===== src/logic/lpm_cfg.svh =====
// Constants for the low-power mode controller.
// Assumes one 40 MHz core clock; included by bare name.
// What this block does
// - Stop keeps RAM and registers while the core clock, the PLL and the fast oscillators are stopped.
// - In stop the core regulator is held in its low-power setting, not switched off.
// - Any enabled external event line wakes the device from stop within 8 us.
// - Stop wake sources are 16 external lines, the voltage detector and the comparators when the reference is on.
// - A USB wake-up indication also ends stop.
// - Standby with clock keeps one low-speed oscillator and turns off regulator, PLL and fast oscillators.
// - Standby without clock also turns off the low-speed crystal, and the low-speed internal oscillator unless the watchdog is enabled.
// - Standby drops core contents except the standby circuitry and clock status register.
// - Standby with clock ends within 60 us on reset pin, watchdog, wake pin edge or clock events.
// - Standby without clock ends within 60 us only on reset pin or a wake pin rising edge.
// - Entering stop or standby with clock does not by itself stop the clock, the watchdog or their sources.
`ifndef LPM_CFG_SVH
`define LPM_CFG_SVH
`define LPM_CLK_MHZ        40
`define LPM_STOP_WAKE_NS   8000
`define LPM_STBY_WAKE_NS   60000
`define LPM_STOP_WAKE_CYC  ((`LPM_STOP_WAKE_NS * `LPM_CLK_MHZ) / 1000)
`define LPM_STBY_WAKE_CYC  ((`LPM_STBY_WAKE_NS * `LPM_CLK_MHZ) / 1000)
`define LPM_EXT_LINES      16
`define LPM_WAKE_PINS      3
`define LPM_RST_HOLD_CYC   8
`endif


===== src/logic/lpm_pkg.sv =====
// Types for the low-power mode controller.
// Assumes nothing of its surroundings.
package lpm_pkg;
  typedef enum logic [1:0] {
    REQ_RUN,
    REQ_STOP,
    REQ_STBY_CLK,
    REQ_STBY_NOCLK
  } lpm_req_e;
  typedef enum logic [2:0] {
    ST_RUN,
    ST_STOP,
    ST_STOP_WAKE,
    ST_STBY,
    ST_STBY_WAKE,
    ST_RESET
  } lpm_state_e;
endpackage : lpm_pkg


===== src/logic/wake_bus_if.sv =====
// Wake request bundle from the source gating to the sequencer.
// Assumes one clock domain.
`timescale 1ns/1ps
`default_nettype none
interface wake_bus_if;
  logic stopWake;
  logic stbyWake;
  modport src  (output stopWake, output stbyWake);
  modport sink (input stopWake, input stbyWake);
endinterface : wake_bus_if
`default_nettype wire


===== src/logic/wake_source_gate.sv =====
// Combines and gates the wake sources for each low-power state.
// Assumes sources are synchronous levels; wake pins are edge detected here.
`timescale 1ns/1ps
`default_nettype none
`include "lpm_cfg.svh"
module wake_source_gate
  import lpm_pkg::*;
#(
  parameter int NLINES = `LPM_EXT_LINES,
  parameter int NPINS  = `LPM_WAKE_PINS
) (
  input  wire logic              core_clk,
  input  wire logic              external_reset_pin,
  input  wire logic              rtcKept,
  input  wire logic [NLINES-1:0] extLine,
  input  wire logic [NLINES-1:0] extLineEn,
  input  wire logic              supplyVoltageDetector,
  input  wire logic              comp1Event,
  input  wire logic              comp2Event,
  input  wire logic              vrefOn,
  input  wire logic              usbWake,
  input  wire logic [NPINS-1:0]  wakePin,
  input  wire logic [NPINS-1:0]  wakePinEn,
  input  wire logic              extResetPin,
  input  wire logic              watchdogReset,
  input  wire logic              rtcEvent,
  wake_bus_if.src                wb
);
  logic [NPINS-1:0] pinPrev_q;
  logic [NPINS-1:0] pinPrev_d;
  logic [NPINS-1:0] pinRise;

  always_comb begin
    pinPrev_d = wakePin;
  end

  always_ff @(posedge core_clk or negedge external_reset_pin) begin
    if (!external_reset_pin) begin
      pinPrev_q <= '0;
    end else begin
      pinPrev_q <= pinPrev_d;
    end
  end

  genvar i;
  generate
    for (i = 0; i < NPINS; i++) begin : gRise
      assign pinRise[i] = wakePin[i] & ~pinPrev_q[i] & wakePinEn[i];
    end
  endgenerate

  assign wb.stopWake = (|(extLine & extLineEn)) | supplyVoltageDetector
                     | (vrefOn & (comp1Event | comp2Event))
                     | usbWake;
  assign wb.stbyWake = extResetPin | (|pinRise)
                     | (rtcKept & (watchdogReset | rtcEvent));
endmodule : wake_source_gate
`default_nettype wire


===== src/logic/low_power_mode_controller.sv =====
// Sequencer for stop and standby states: gates clocks, oscillators,
// regulator and core retention. Assumes the core asks via modeReq/enterReq.
`timescale 1ns/1ps
`default_nettype none
`include "lpm_cfg.svh"
module low_power_mode_controller
  import lpm_pkg::*;
#(
  parameter int NLINES = `LPM_EXT_LINES,
  parameter int NPINS  = `LPM_WAKE_PINS
) (
  input  wire logic              core_clk,
  input  wire logic              external_reset_pin,
  input  wire logic              enterReq,
  input  wire logic [1:0]        modeReq,
  input  wire logic              lowSpeedUseCrystal,
  input  wire logic              rtcEnable,
  input  wire logic              watchdogEnable,
  input  wire logic [NLINES-1:0] extLine,
  input  wire logic [NLINES-1:0] extLineEn,
  input  wire logic              supplyVoltageDetector,
  input  wire logic              comp1Event,
  input  wire logic              comp2Event,
  input  wire logic              vrefOn,
  input  wire logic              usbWake,
  input  wire logic [NPINS-1:0]  wakePin,
  input  wire logic [NPINS-1:0]  wakePinEn,
  input  wire logic              extResetPin,
  input  wire logic              watchdogReset,
  input  wire logic              rtcEvent,
  output logic                   coreClkEn,
  output logic                   pllEn,
  output logic                   multispeedOscEn,
  output logic                   highSpeedIntOscEn,
  output logic                   highSpeedXtalOscEn,
  output logic                   lowSpeedIntOscEn,
  output logic                   lowSpeedXtalOscEn,
  output logic                   regulatorOn,
  output logic                   regulatorLowPower,
  output logic                   coreRetain,
  output logic                   coreReset_n,
  output logic                   inStop,
  output logic                   inStandby,
  output logic                   wakeDone
);
  localparam int STOP_CYC = `LPM_STOP_WAKE_CYC;
  localparam int STBY_CYC = `LPM_STBY_WAKE_CYC;
  localparam int CW       = $clog2(STBY_CYC + 1);

  if (NLINES < 1 || NPINS < 1 || STOP_CYC < 1 || STOP_CYC > STBY_CYC) begin : gBadParams
    $error("low_power_mode_controller: bad parameters");
  end

  logic        rtcKept_q;
  logic        rtcKept_d;

  wake_bus_if wb ();

  wake_source_gate #(
    .NLINES (NLINES),
    .NPINS  (NPINS)
  ) uGate (
    .core_clk              (core_clk),
    .external_reset_pin                  (external_reset_pin),
    .rtcKept               (rtcKept_q),
    .extLine               (extLine),
    .extLineEn             (extLineEn),
    .supplyVoltageDetector (supplyVoltageDetector),
    .comp1Event            (comp1Event),
    .comp2Event            (comp2Event),
    .vrefOn                (vrefOn),
    .usbWake               (usbWake),
    .wakePin               (wakePin),
    .wakePinEn             (wakePinEn),
    .extResetPin           (extResetPin),
    .watchdogReset         (watchdogReset),
    .rtcEvent              (rtcEvent),
    .wb                    (wb.src)
  );

  // ---------------------------------------------------------------
  // State sequencing
  // ---------------------------------------------------------------
  lpm_state_e  state_q;
  lpm_state_e  state_d;
  logic [CW-1:0] cnt_q;
  logic [CW-1:0] cnt_d;
  logic        xtal_q;
  logic        xtal_d;
  logic        done_q;
  logic        done_d;

  always_comb begin
    state_d   = state_q;
    cnt_d     = cnt_q;
    rtcKept_d = rtcKept_q;
    xtal_d    = xtal_q;
    done_d    = 1'b0;
    unique case (state_q)
      ST_RUN: begin
        if (enterReq) begin
          unique case (lpm_req_e'(modeReq))
            REQ_STOP: begin
              state_d = ST_STOP;
            end
            REQ_STBY_CLK: begin
              state_d   = ST_STBY;
              rtcKept_d = 1'b1;
              xtal_d    = lowSpeedUseCrystal;
            end
            REQ_STBY_NOCLK: begin
              state_d   = ST_STBY;
              rtcKept_d = 1'b0;
            end
            REQ_RUN: begin
              state_d = ST_RUN;
            end
          endcase
        end
      end
      ST_STOP: begin
        if (wb.stopWake) begin
          state_d = ST_STOP_WAKE;
          cnt_d   = CW'(STOP_CYC - 1);
        end
      end
      ST_STOP_WAKE: begin
        // Oscillators restart during the count; state was retained
        if (cnt_q == '0) begin
          state_d = ST_RUN;
          done_d  = 1'b1;
        end else begin
          cnt_d = cnt_q - CW'(1);
        end
      end
      ST_STBY: begin
        if (wb.stbyWake) begin
          state_d = ST_STBY_WAKE;
          cnt_d   = CW'(STBY_CYC - 1 - `LPM_RST_HOLD_CYC);
        end
      end
      ST_STBY_WAKE: begin
        if (cnt_q == '0) begin
          state_d = ST_RESET;
          cnt_d   = CW'(`LPM_RST_HOLD_CYC - 1);
        end else begin
          cnt_d = cnt_q - CW'(1);
        end
      end
      ST_RESET: begin
        // Core comes back through reset: contents were lost
        if (cnt_q == '0) begin
          state_d   = ST_RUN;
          rtcKept_d = 1'b0;
          done_d    = 1'b1;
        end else begin
          cnt_d = cnt_q - CW'(1);
        end
      end
      default: begin
        state_d = ST_RUN;
      end
    endcase
  end

  always_ff @(posedge core_clk or negedge external_reset_pin) begin
    if (!external_reset_pin) begin
      state_q   <= ST_RUN;
      cnt_q     <= '0;
      rtcKept_q <= 1'b0;
      xtal_q    <= 1'b0;
      done_q    <= 1'b0;
    end else begin
      state_q   <= state_d;
      cnt_q     <= cnt_d;
      rtcKept_q <= rtcKept_d;
      xtal_q    <= xtal_d;
      done_q    <= done_d;
    end
  end

  // ---------------------------------------------------------------
  // Power and clock controls
  // ---------------------------------------------------------------
  // Decoded from the next state and held in flops, so each control
  // moves on the same edge as the state it belongs to
  logic coreClkEn_q;
  logic coreClkEn_d;
  logic pllEn_q;
  logic pllEn_d;
  logic multispeedOscEn_q;
  logic multispeedOscEn_d;
  logic highSpeedIntOscEn_q;
  logic highSpeedIntOscEn_d;
  logic highSpeedXtalOscEn_q;
  logic highSpeedXtalOscEn_d;
  logic lowSpeedIntOscEn_q;
  logic lowSpeedIntOscEn_d;
  logic lowSpeedXtalOscEn_q;
  logic lowSpeedXtalOscEn_d;
  logic regulatorOn_q;
  logic regulatorOn_d;
  logic regulatorLowPower_q;
  logic regulatorLowPower_d;
  logic coreRetain_q;
  logic coreRetain_d;
  logic coreReset_n_q;
  logic coreReset_n_d;
  logic inStop_q;
  logic inStop_d;
  logic inStandby_q;
  logic inStandby_d;

  always_comb begin
    coreClkEn_d          = 1'b1;
    pllEn_d              = 1'b1;
    multispeedOscEn_d    = 1'b1;
    highSpeedIntOscEn_d  = 1'b1;
    highSpeedXtalOscEn_d = 1'b1;
    lowSpeedIntOscEn_d   = 1'b1;
    lowSpeedXtalOscEn_d  = 1'b1;
    regulatorOn_d        = 1'b1;
    regulatorLowPower_d  = 1'b0;
    coreRetain_d         = 1'b1;
    coreReset_n_d        = 1'b1;
    inStop_d             = 1'b0;
    inStandby_d          = 1'b0;
    unique case (state_d)
      ST_RUN: begin
      end
      ST_STOP: begin
        coreClkEn_d          = 1'b0;
        pllEn_d              = 1'b0;
        multispeedOscEn_d    = 1'b0;
        highSpeedIntOscEn_d  = 1'b0;
        highSpeedXtalOscEn_d = 1'b0;
        // Clock and watchdog users keep their low-speed source alive
        lowSpeedIntOscEn_d   = rtcEnable || watchdogEnable;
        lowSpeedXtalOscEn_d  = rtcEnable;
        regulatorLowPower_d  = 1'b1;
        inStop_d             = 1'b1;
      end
      ST_STOP_WAKE: begin
        // Oscillators settle before the core clock is let through
        coreClkEn_d = 1'b0;
      end
      ST_STBY, ST_STBY_WAKE: begin
        coreClkEn_d          = 1'b0;
        pllEn_d              = 1'b0;
        multispeedOscEn_d    = 1'b0;
        highSpeedIntOscEn_d  = 1'b0;
        highSpeedXtalOscEn_d = 1'b0;
        lowSpeedIntOscEn_d   = (rtcKept_d && !xtal_d) || watchdogEnable;
        lowSpeedXtalOscEn_d  = rtcKept_d && xtal_d;
        regulatorOn_d        = 1'b0;
        coreRetain_d         = 1'b0;
        coreReset_n_d        = 1'b0;
        inStandby_d          = 1'b1;
      end
      ST_RESET: begin
        coreReset_n_d = 1'b0;
      end
      default: begin
      end
    endcase
  end

  always_ff @(posedge core_clk or negedge external_reset_pin) begin
    if (!external_reset_pin) begin
      coreClkEn_q          <= 1'b1;
      pllEn_q              <= 1'b1;
      multispeedOscEn_q    <= 1'b1;
      highSpeedIntOscEn_q  <= 1'b1;
      highSpeedXtalOscEn_q <= 1'b1;
      lowSpeedIntOscEn_q   <= 1'b1;
      lowSpeedXtalOscEn_q  <= 1'b1;
      regulatorOn_q        <= 1'b1;
      regulatorLowPower_q  <= 1'b0;
      coreRetain_q         <= 1'b1;
      coreReset_n_q        <= 1'b1;
      inStop_q             <= 1'b0;
      inStandby_q          <= 1'b0;
    end else begin
      coreClkEn_q          <= coreClkEn_d;
      pllEn_q              <= pllEn_d;
      multispeedOscEn_q    <= multispeedOscEn_d;
      highSpeedIntOscEn_q  <= highSpeedIntOscEn_d;
      highSpeedXtalOscEn_q <= highSpeedXtalOscEn_d;
      lowSpeedIntOscEn_q   <= lowSpeedIntOscEn_d;
      lowSpeedXtalOscEn_q  <= lowSpeedXtalOscEn_d;
      regulatorOn_q        <= regulatorOn_d;
      regulatorLowPower_q  <= regulatorLowPower_d;
      coreRetain_q         <= coreRetain_d;
      coreReset_n_q        <= coreReset_n_d;
      inStop_q             <= inStop_d;
      inStandby_q          <= inStandby_d;
    end
  end

  assign coreClkEn          = coreClkEn_q;
  assign pllEn              = pllEn_q;
  assign multispeedOscEn    = multispeedOscEn_q;
  assign highSpeedIntOscEn  = highSpeedIntOscEn_q;
  assign highSpeedXtalOscEn = highSpeedXtalOscEn_q;
  assign lowSpeedIntOscEn   = lowSpeedIntOscEn_q;
  assign lowSpeedXtalOscEn  = lowSpeedXtalOscEn_q;
  assign regulatorOn        = regulatorOn_q;
  assign regulatorLowPower  = regulatorLowPower_q;
  assign coreRetain         = coreRetain_q;
  assign coreReset_n        = coreReset_n_q;
  assign inStop             = inStop_q;
  assign inStandby          = inStandby_q;
  assign wakeDone           = done_q;
endmodule : low_power_mode_controller
`default_nettype wire


===== config.mk =====
export PLATFORM = sky130hd
export DESIGN_NAME = low_power_mode_controller
export DESIGN_NICKNAME = d
export VERILOG_FILES = /design/src/logic/lpm_pkg.sv /design/src/logic/wake_bus_if.sv /design/src/logic/wake_source_gate.sv /design/src/logic/low_power_mode_controller.sv
export VERILOG_INCLUDE_DIRS = /design/src /design/src/logic
export SDC_FILE = /design/constraint.sdc
export NUM_CORES = 1
export LEC_CHECK = 0
export BUFFER_PORTS_ARGS = -buffer_cell sky130_fd_sc_hd__buf_2
export CAP_MARGIN = 0
export CORE_MARGIN = 2
export CORE_UTILIZATION = 43
export CTS_CLUSTER_SIZE = 10
export DETAILED_ROUTE_END_ITERATION = 7
export PLACE_DENSITY = 0.8
export SLEW_MARGIN = 20
export SYNTH_ARGS = -nofsm -noshare
export SYNTH_HDL_FRONTEND = slang
export SYNTH_HIERARCHICAL = 1
export SYNTH_SLANG_ARGS = --single-unit
export TNS_END_PERCENT = 50

===== constraint.sdc =====
create_clock -name core_clk -period 2.2 [get_ports core_clk]
set_clock_uncertainty 0.15 [all_clocks]
set_input_delay 0.33 -clock core_clk [delete_from_list [all_inputs] [get_ports core_clk]]
set_output_delay 0.33 -clock core_clk [all_outputs]
set_load 0.02 [all_outputs]

==> summary.md, run 1 <==
| Metric | Value |
|---|---|
| R2R cell count | 9 |
| Clock Path Buffers | 2 |
| CP endpoint | cnt_q[9] |
| Width of the die | 66.5 um |
| Simple-Gate Fraction of Synth Area | 22.0% |
| Hold crit path type | in -> reg |
| Post-synth EDFFs | 0 |
| Synthesized cell area | 1680 sq um |
| FF-to-FF End | cnt_q[9] |
| RePlAce Congestion | 0.862 |
| Pre-CTS worst setup slack | -0.180 ns |
| Status | complete, but fails checks |
| CP startpoint | uGate/pinPrev_q[0] |
| Power density over cell area | 1050 nW/um^2 |
| Minimum clock period | 2.44 ns |
| Wire per inst | 15.7 um |
| Syn_nets | 229 |
| Setup violations, final | 14 |
| Register area share after synthesis | 43.6% |
| Worst Path Required | 2.26 ns |
| Syn avg cell area | 9.71 sq um |
| Cells after Synth | 173 |
| Via density per instance | 5.65 |
| Flops & latches, synth | 29 |
| Layout cells sized above 1 | 57.9% |
| Worst R2R Start | uGate/pinPrev_q[0] |
| Detailed Routing Iterations Pass 1 | 4 |
| Post-synthesis compound-gate area fraction | 25.3% |
| Synth Area in Adders | 1.49% |
| RSZ-0062 raised after global routing | true |
| Nets | 354 |
| Largest Register | cnt_q |
| Slew Viols, Final | 0 |
| Final instance area | 2720 sq um |
| Fin Hold WS | 0.0154 ns |
| Number of max-cap violations | 0 |
| Placed Area | 2320 sq um |
| DR iter-0 viols | 122 |
| Multi-input logic area | 960 sq um |
| Max Clock Freq | 410 MHz |
| Antenna violations before repair | 0 |
| Commonest non-fill, non-tap cell in the layout | buf_2 |
| Remaining Overflow, GRT | 0 |
| Dpl cells | 319 |
| Async set-reset flop share out of synthesis | 100% |
| Core Box Area | 3720 sq um |
| Worst Max-Slew Pin Slew | 0.620 ns |
| Dominant synthesized flop cell | dfrtp_1 |
| Most frequent cells in the layout | buf_2, buf_4, dfrtp_1 |
| Die Y | 66.5 um |
| Clk_lat worst skew | 0.29 ns |
| Total routed wirelength | 5.46 mm |
| Vias in the first global route | 1864 |
| Port Buf Inserts | 67 |
| CP startpoint kind | register |
| Storage cell area | 733 sq um |
| Remaining routing DRC violations | 0 |
| First-pass GRT wire length | 7.63 mm |
| Final cell count without fillers | 347 |
| Root buffer cell | clkbuf_8 |
| VDD IR-drop max | 0.487 mV |
| ANT cells | 0 |
| Top Registers | cnt_q (12), state_q (3), uGate/pinPrev_q (3) |
| TritonCTS Buffers | 5 |
| Post-synth cell types | 49 |
| Failing checks | negative setup slack |
| Critical path arrival | 2.50 ns |
| Post-synthesis mux area share | 1.27% |
| Layout area overhead | 62.0% |
| Worst Path Class, Setup | reg -> reg |
| Pleak | 1.34 nW |
| Crit Path Max Fanout | 6 |
| Row count | 22 |
| # fillers | 253 |
| Leading area contributor after synthesis | dfrtp_1 |
| Synth top area cells | dfrtp_1, dfstp_2, a21oi_1, o21ai_0, nor3_1 |
| Hold Fails Final Rpt | 0 |
| CTS tree | built |
| Die area | 4420 sq um |
| Initial Util | 45.2% |
| Endpoint type of the worst setup path | register |
| Largest family of logic cells by synthesized area | compound AO/OA/AOI/OAI gates |
| Clk slew on worst S/H paths | 0.07 ns |
| Final worst-path cycle share | 111% |
| Min setup slack post-route | -0.239 ns |
| GRT Resource Usage Total | 22.9% |
| Clk sinks | 29 |
| Post-synth top area share | 34.3% |
| Largest register FFs | 12 |
| Routed vias | 1962 |
| Slew HR | 58.7% |
| Hold depth | 1 |
| Largest net degree at the start of global routing | 30 |
| Fin Setup TNS | -1.90 ns |
| DP HPWL | 3.40 mm |
| YS warnings | 6 |
| IO Count | 68 |
| ANT nets after route | 0 |
| R2R setup slack | -0.24 ns |
| H-tree depth | 2 |
| Xor/xnor share of the synthesized area | 0% |
[power breakdown]
| group | switching (mW) | internal, mW | total [mW] |
|---|---|---|---|
| sequential | 0.134 | 0.742 | 0.877 |
| combinational | 0.714 | 0.690 | 1.40 |
| clock | 0.214 | 0.368 | 0.582 |
| total | 1.06 | 1.80 | 2.86 |
[metrics by stage]
| step | util [%] | power (mW) |
|---|---|---|
| 2_1_floorplan | - | 1.54 |
| 3_3_place_gp | 62.5 | 1.98 |
| 3_5_place_dp | 62.5 | 2.03 |
| 4_1_cts | 68.7 | 2.67 |
| 5_1_grt | 73.2 | 3.03 |
| 6_report | 73.2 | 2.86 |
[how the worst min path moves through the flow]
stage / start / end
final: wakePin[2] / uGate/pinPrev_q[2]
after global routing: wakePin[2] / uGate/pinPrev_q[2]
after CTS: wakePin[0] / uGate/pinPrev_q[0]
after detailed placement: external_reset_pin / state_q[0]
after global placement: external_reset_pin / uGate/pinPrev_q[2]
after floorplan: external_reset_pin / cnt_q[0]
[cell families after synthesis]
logic type,Yosys count
AND/OR/NAND/NOR,61
multiplexers,2
AO/OA/AOI/OAI,60
flip-flops,29
adder cells (fa/ha/maj),2
buffers and inverters,19
[final cells by class]
class,count,share of cell area (%)
inverter,10,1.38
tap,48,2.21
timing repair buffer,127,29.8
sequential,29,26.9
clock buffer,6,3.03
multi-input combinational,125,35.3
clock inverter,2,1.38
[synth_stat cells, drive strengths merged, types with 2 or more instances]
master,instances
or4,2
a222oi,2
nand3,4
a21oi,16
nor2b,2
nand2b,3
clkbuf,2
ha,2
a31oi,5
and4,2
dfstp,6
nor4b,2
nor3,9
dfrtp,23
nor4,3
a22oi,7
o22ai,2
inv,10
and2,2
o21ai,17
or3,3
o31ai,2
or2,2
and2b,2
buf,7
nor2,12
nand2,7
[critical path, cell delays in order (launching register included)]
cell	delay [ns]
dfrtp_1	0.34
inv_1	0.05
a31oi_1	0.20
nand3_1	0.18
nand2b_1	0.18
a21oi_1	0.30
a221oi_4	0.07
o21a_4	0.26
or4_1	0.49
a21oi_1	0.14
[what timing repair did]
| item | CTS | global route |
|---|---|---|
| setup buffers | 9 | 10 |
| hold buffers | 1 | 0 |
| resized for setup | 11 | 29 |
| setup endpoints to repair | 13 | 17 |
| pin swaps | 8 | 19 |
| endpoints found under the hold margin | 23 | 0 |
[layer usage]
layer | wire, um | part of all wire (%) | up-vias | global-route usage (%)
li1 | - | - | 893 | -
met1 | 2030 | 37 | 919 | 25.5
met2 | 2750 | 50 | 121 | 41.8
met3 | 403 | 7.4 | 29 | 3.38
met4 | 272 | 5.0 | 0 | 12.0
met5 | 0 | 0 | - | 0
Note: power is estimated with default switching activity, not from simulation.
==> run 2: changes to the inputs <==
--- a/config.mk
+++ b/config.mk
@@ -8,7 +8,6 @@
 export LEC_CHECK = 0
 export BUFFER_PORTS_ARGS = -buffer_cell sky130_fd_sc_hd__buf_2
 export CAP_MARGIN = 0
-export CORE_MARGIN = 2
 export CORE_UTILIZATION = 43
 export CTS_CLUSTER_SIZE = 10
 export DETAILED_ROUTE_END_ITERATION = 7
==> run 2 against run 1 <==
Net effect:
- the flow still finishes with violations (negative setup slack)
- cell area fell by 3.4%
- cell count down 2.3%
- power shrank 2.7%
- die area shrank 5.9%
- maximum frequency is 2.5% higher
- combinational power shrank 7%
- clock-buffer cell count is the same
- global-route usage grew 1.6 points
==> summary.md, run 2 (synthesized netlist as in run 1, its figures left out) <==
| Metric | Value |
|---|---|
| Status | complete, but fails checks |
| Failing checks | negative setup slack |
| DR iter-0 viols | 154 |
| Slew HR | 58.7% |
| Final worst-path cycle share | 108% |
| Largest Register | cnt_q |
| R2R setup slack | -0.18 ns |
| Most frequent cells in the layout | buf_2, buf_4, dfrtp_1 |
| Worst R2R Start | cnt_q[1] |
| Routed vias | 1947 |
| Largest net degree at the start of global routing | 30 |
| FF-to-FF End | cnt_q[7] |
| CP startpoint kind | register |
| Vias in the first global route | 1753 |
| Power density over cell area | 1060 nW/um^2 |
| CTS tree | built |
| Remaining routing DRC violations | 0 |
| Hold Fails Final Rpt | 0 |
| Worst Path Class, Setup | reg -> reg |
| Clk_lat worst skew | 0.29 ns |
| Largest register FFs | 12 |
| Slowest stage delay, CP | 0.46 ns |
| Wire per inst | 15.1 um |
| Total routed wirelength | 5.13 mm |
| Root buffer cell | clkbuf_8 |
| R2R cell count | 8 |
| Initial Util | 45.2% |
| DP HPWL | 3.38 mm |
| Critical path arrival | 2.45 ns |
| CP endpoint | cnt_q[7] |
| RSZ-0062 raised after global routing | true |
| GRT Resource Usage Total | 24.5% |
| CP startpoint | cnt_q[1] |
| Die Y | 64.5 um |
| Minimum clock period | 2.38 ns |
| Commonest non-fill, non-tap cell in the layout | buf_2 |
| First-pass GRT wire length | 7.65 mm |
| Top Registers | cnt_q (12), state_q (3), uGate/pinPrev_q (3) |
| Row count | 22 |
| Max Clock Freq | 420 MHz |
| Hold crit path type | in -> reg |
| Worst Path Required | 2.27 ns |
| VDD IR-drop max | 0.493 mV |
| # fillers | 271 |
| Pre-CTS worst setup slack | -0.176 ns |
| Fin Setup TNS | -1.11 ns |
| Layout cells sized above 1 | 53.6% |
| Die area | 4160 sq um |
| RePlAce Congestion | 0.858 |
| Via density per instance | 5.74 |
| Detailed Routing Iterations Pass 1 | 5 |
| Clk sinks | 29 |
| Core Box Area | 3720 sq um |
| Fin Hold WS | 0.140 ns |
| Worst Max-Slew Pin Slew | 0.619 ns |
| Pleak | 1.29 nW |
| ANT nets after route | 0 |
| Setup violations, final | 9 |
| Clock Path Buffers | 2 |
| Slew Viols, Final | 0 |
| Crit-path slowest cell | or4_1 |
| Endpoint type of the worst setup path | register |
| Number of max-cap violations | 0 |
| Nets | 346 |
| Crit Path Max Fanout | 5 |
| Min setup slack post-route | -0.178 ns |
| Clk slew on worst S/H paths | 0.07 ns |
| Remaining Overflow, GRT | 0 |
| IO Count | 68 |
| Tot Pwr | 2.78 mW |
| Width of the die | 64.5 um |
| Layout area overhead | 56.4% |
| ANT cells | 0 |
| H-tree depth | 2 |
| Port Buf Inserts | 67 |
| TritonCTS Buffers | 5 |
| Antenna violations before repair | 0 |
| Worst path cell trace | inv_2 > ha_4 > nor4b_4 > and3_4 > o211ai_4 > o21a_4 > or4_1 > a21oi_1 |
[run 2: cell types whose count changed in the layout (fill, tap and decap cells not counted), sizes merged]
| cell | delta |
|---|---|
| dlygate4sd3 | +3 |
| buf | -12 |
| o21a | +1 |
[run 2: repair_timing]
action,CTS,global route
hold buffers,4,0
endpoints found under the hold margin,26,0
pin swaps,3,13
resized for setup,9,16
buffers inserted,3,5
gates cloned,0,1
setup endpoints to repair,14,16
[run 2: where the power goes]
part | switching, mW | leakage, nW | internal, mW
Sequential | 0.154 | 0.345 | 0.744
Clock | 0.221 | 0.0574 | 0.368
Combinational | 0.665 | 0.883 | 0.633
Total | 1.04 | 1.29 | 1.74
[run 2: worst min-delay path by stage]
| stage | slack [ns] | from | endpoint | cells after the start |
|---|---|---|---|---|
| 2_1_floorplan | -0.12 | external_reset_pin | cnt_q[0] | 0 |
| 3_3_place_gp | 0.22 | external_reset_pin | uGate/pinPrev_q[1] | 1 |
| 3_5_place_dp | 0.23 | external_reset_pin | uGate/pinPrev_q[1] | 1 |
| 4_1_cts | 0.13 | lowSpeedUseCrystal | xtal_q | 2 |
| 5_1_grt | 0.14 | lowSpeedUseCrystal | xtal_q | 2 |
| 6_report | 0.14 | lowSpeedUseCrystal | xtal_q | 2 |
[run 2: critical path: cells and delay by family (launching register included)]
kind	cells	cell delay, ns
AND/OR/NAND/NOR	3	1.03
flip-flops	1	0.40
AO/OA/AOI/OAI	3	0.50
buffers and inverters	1	0.09
adder cells (fa/ha/maj)	1	0.14
[run 2: area by class of cell]
cell class	instances	area, sq um	share of cell area (%)
Multi-Input combinational cell	126	933	35.5
Clock inverter	2	37.5	1.43
Inverter	10	37.5	1.43
Timing Repair Buffer	118	743	28.3
Sequential cell	29	734	27.9
Tap cell	48	60.1	2.28
Clock buffer	6	82.6	3.14
[run 2: through the flow]
step           area (sq um)  instances  util, %
4_1_cts                2530        334     68.1
5_1_grt                2630        339     70.7
3_5_place_dp           2320        319     62.5
3_3_place_gp           2320        319     62.5
6_report               2630        339     70.7
2_1_floorplan          1700        173        -
[run 2: metal layers]
metal	GRT usage, %	up-vias	part of all wire, %
met5	0	-	0
met4	10.8	0	3.9
met3	4.93	24	7.5
met2	44.6	138	52
met1	27.3	905	37
li1	-	880	-
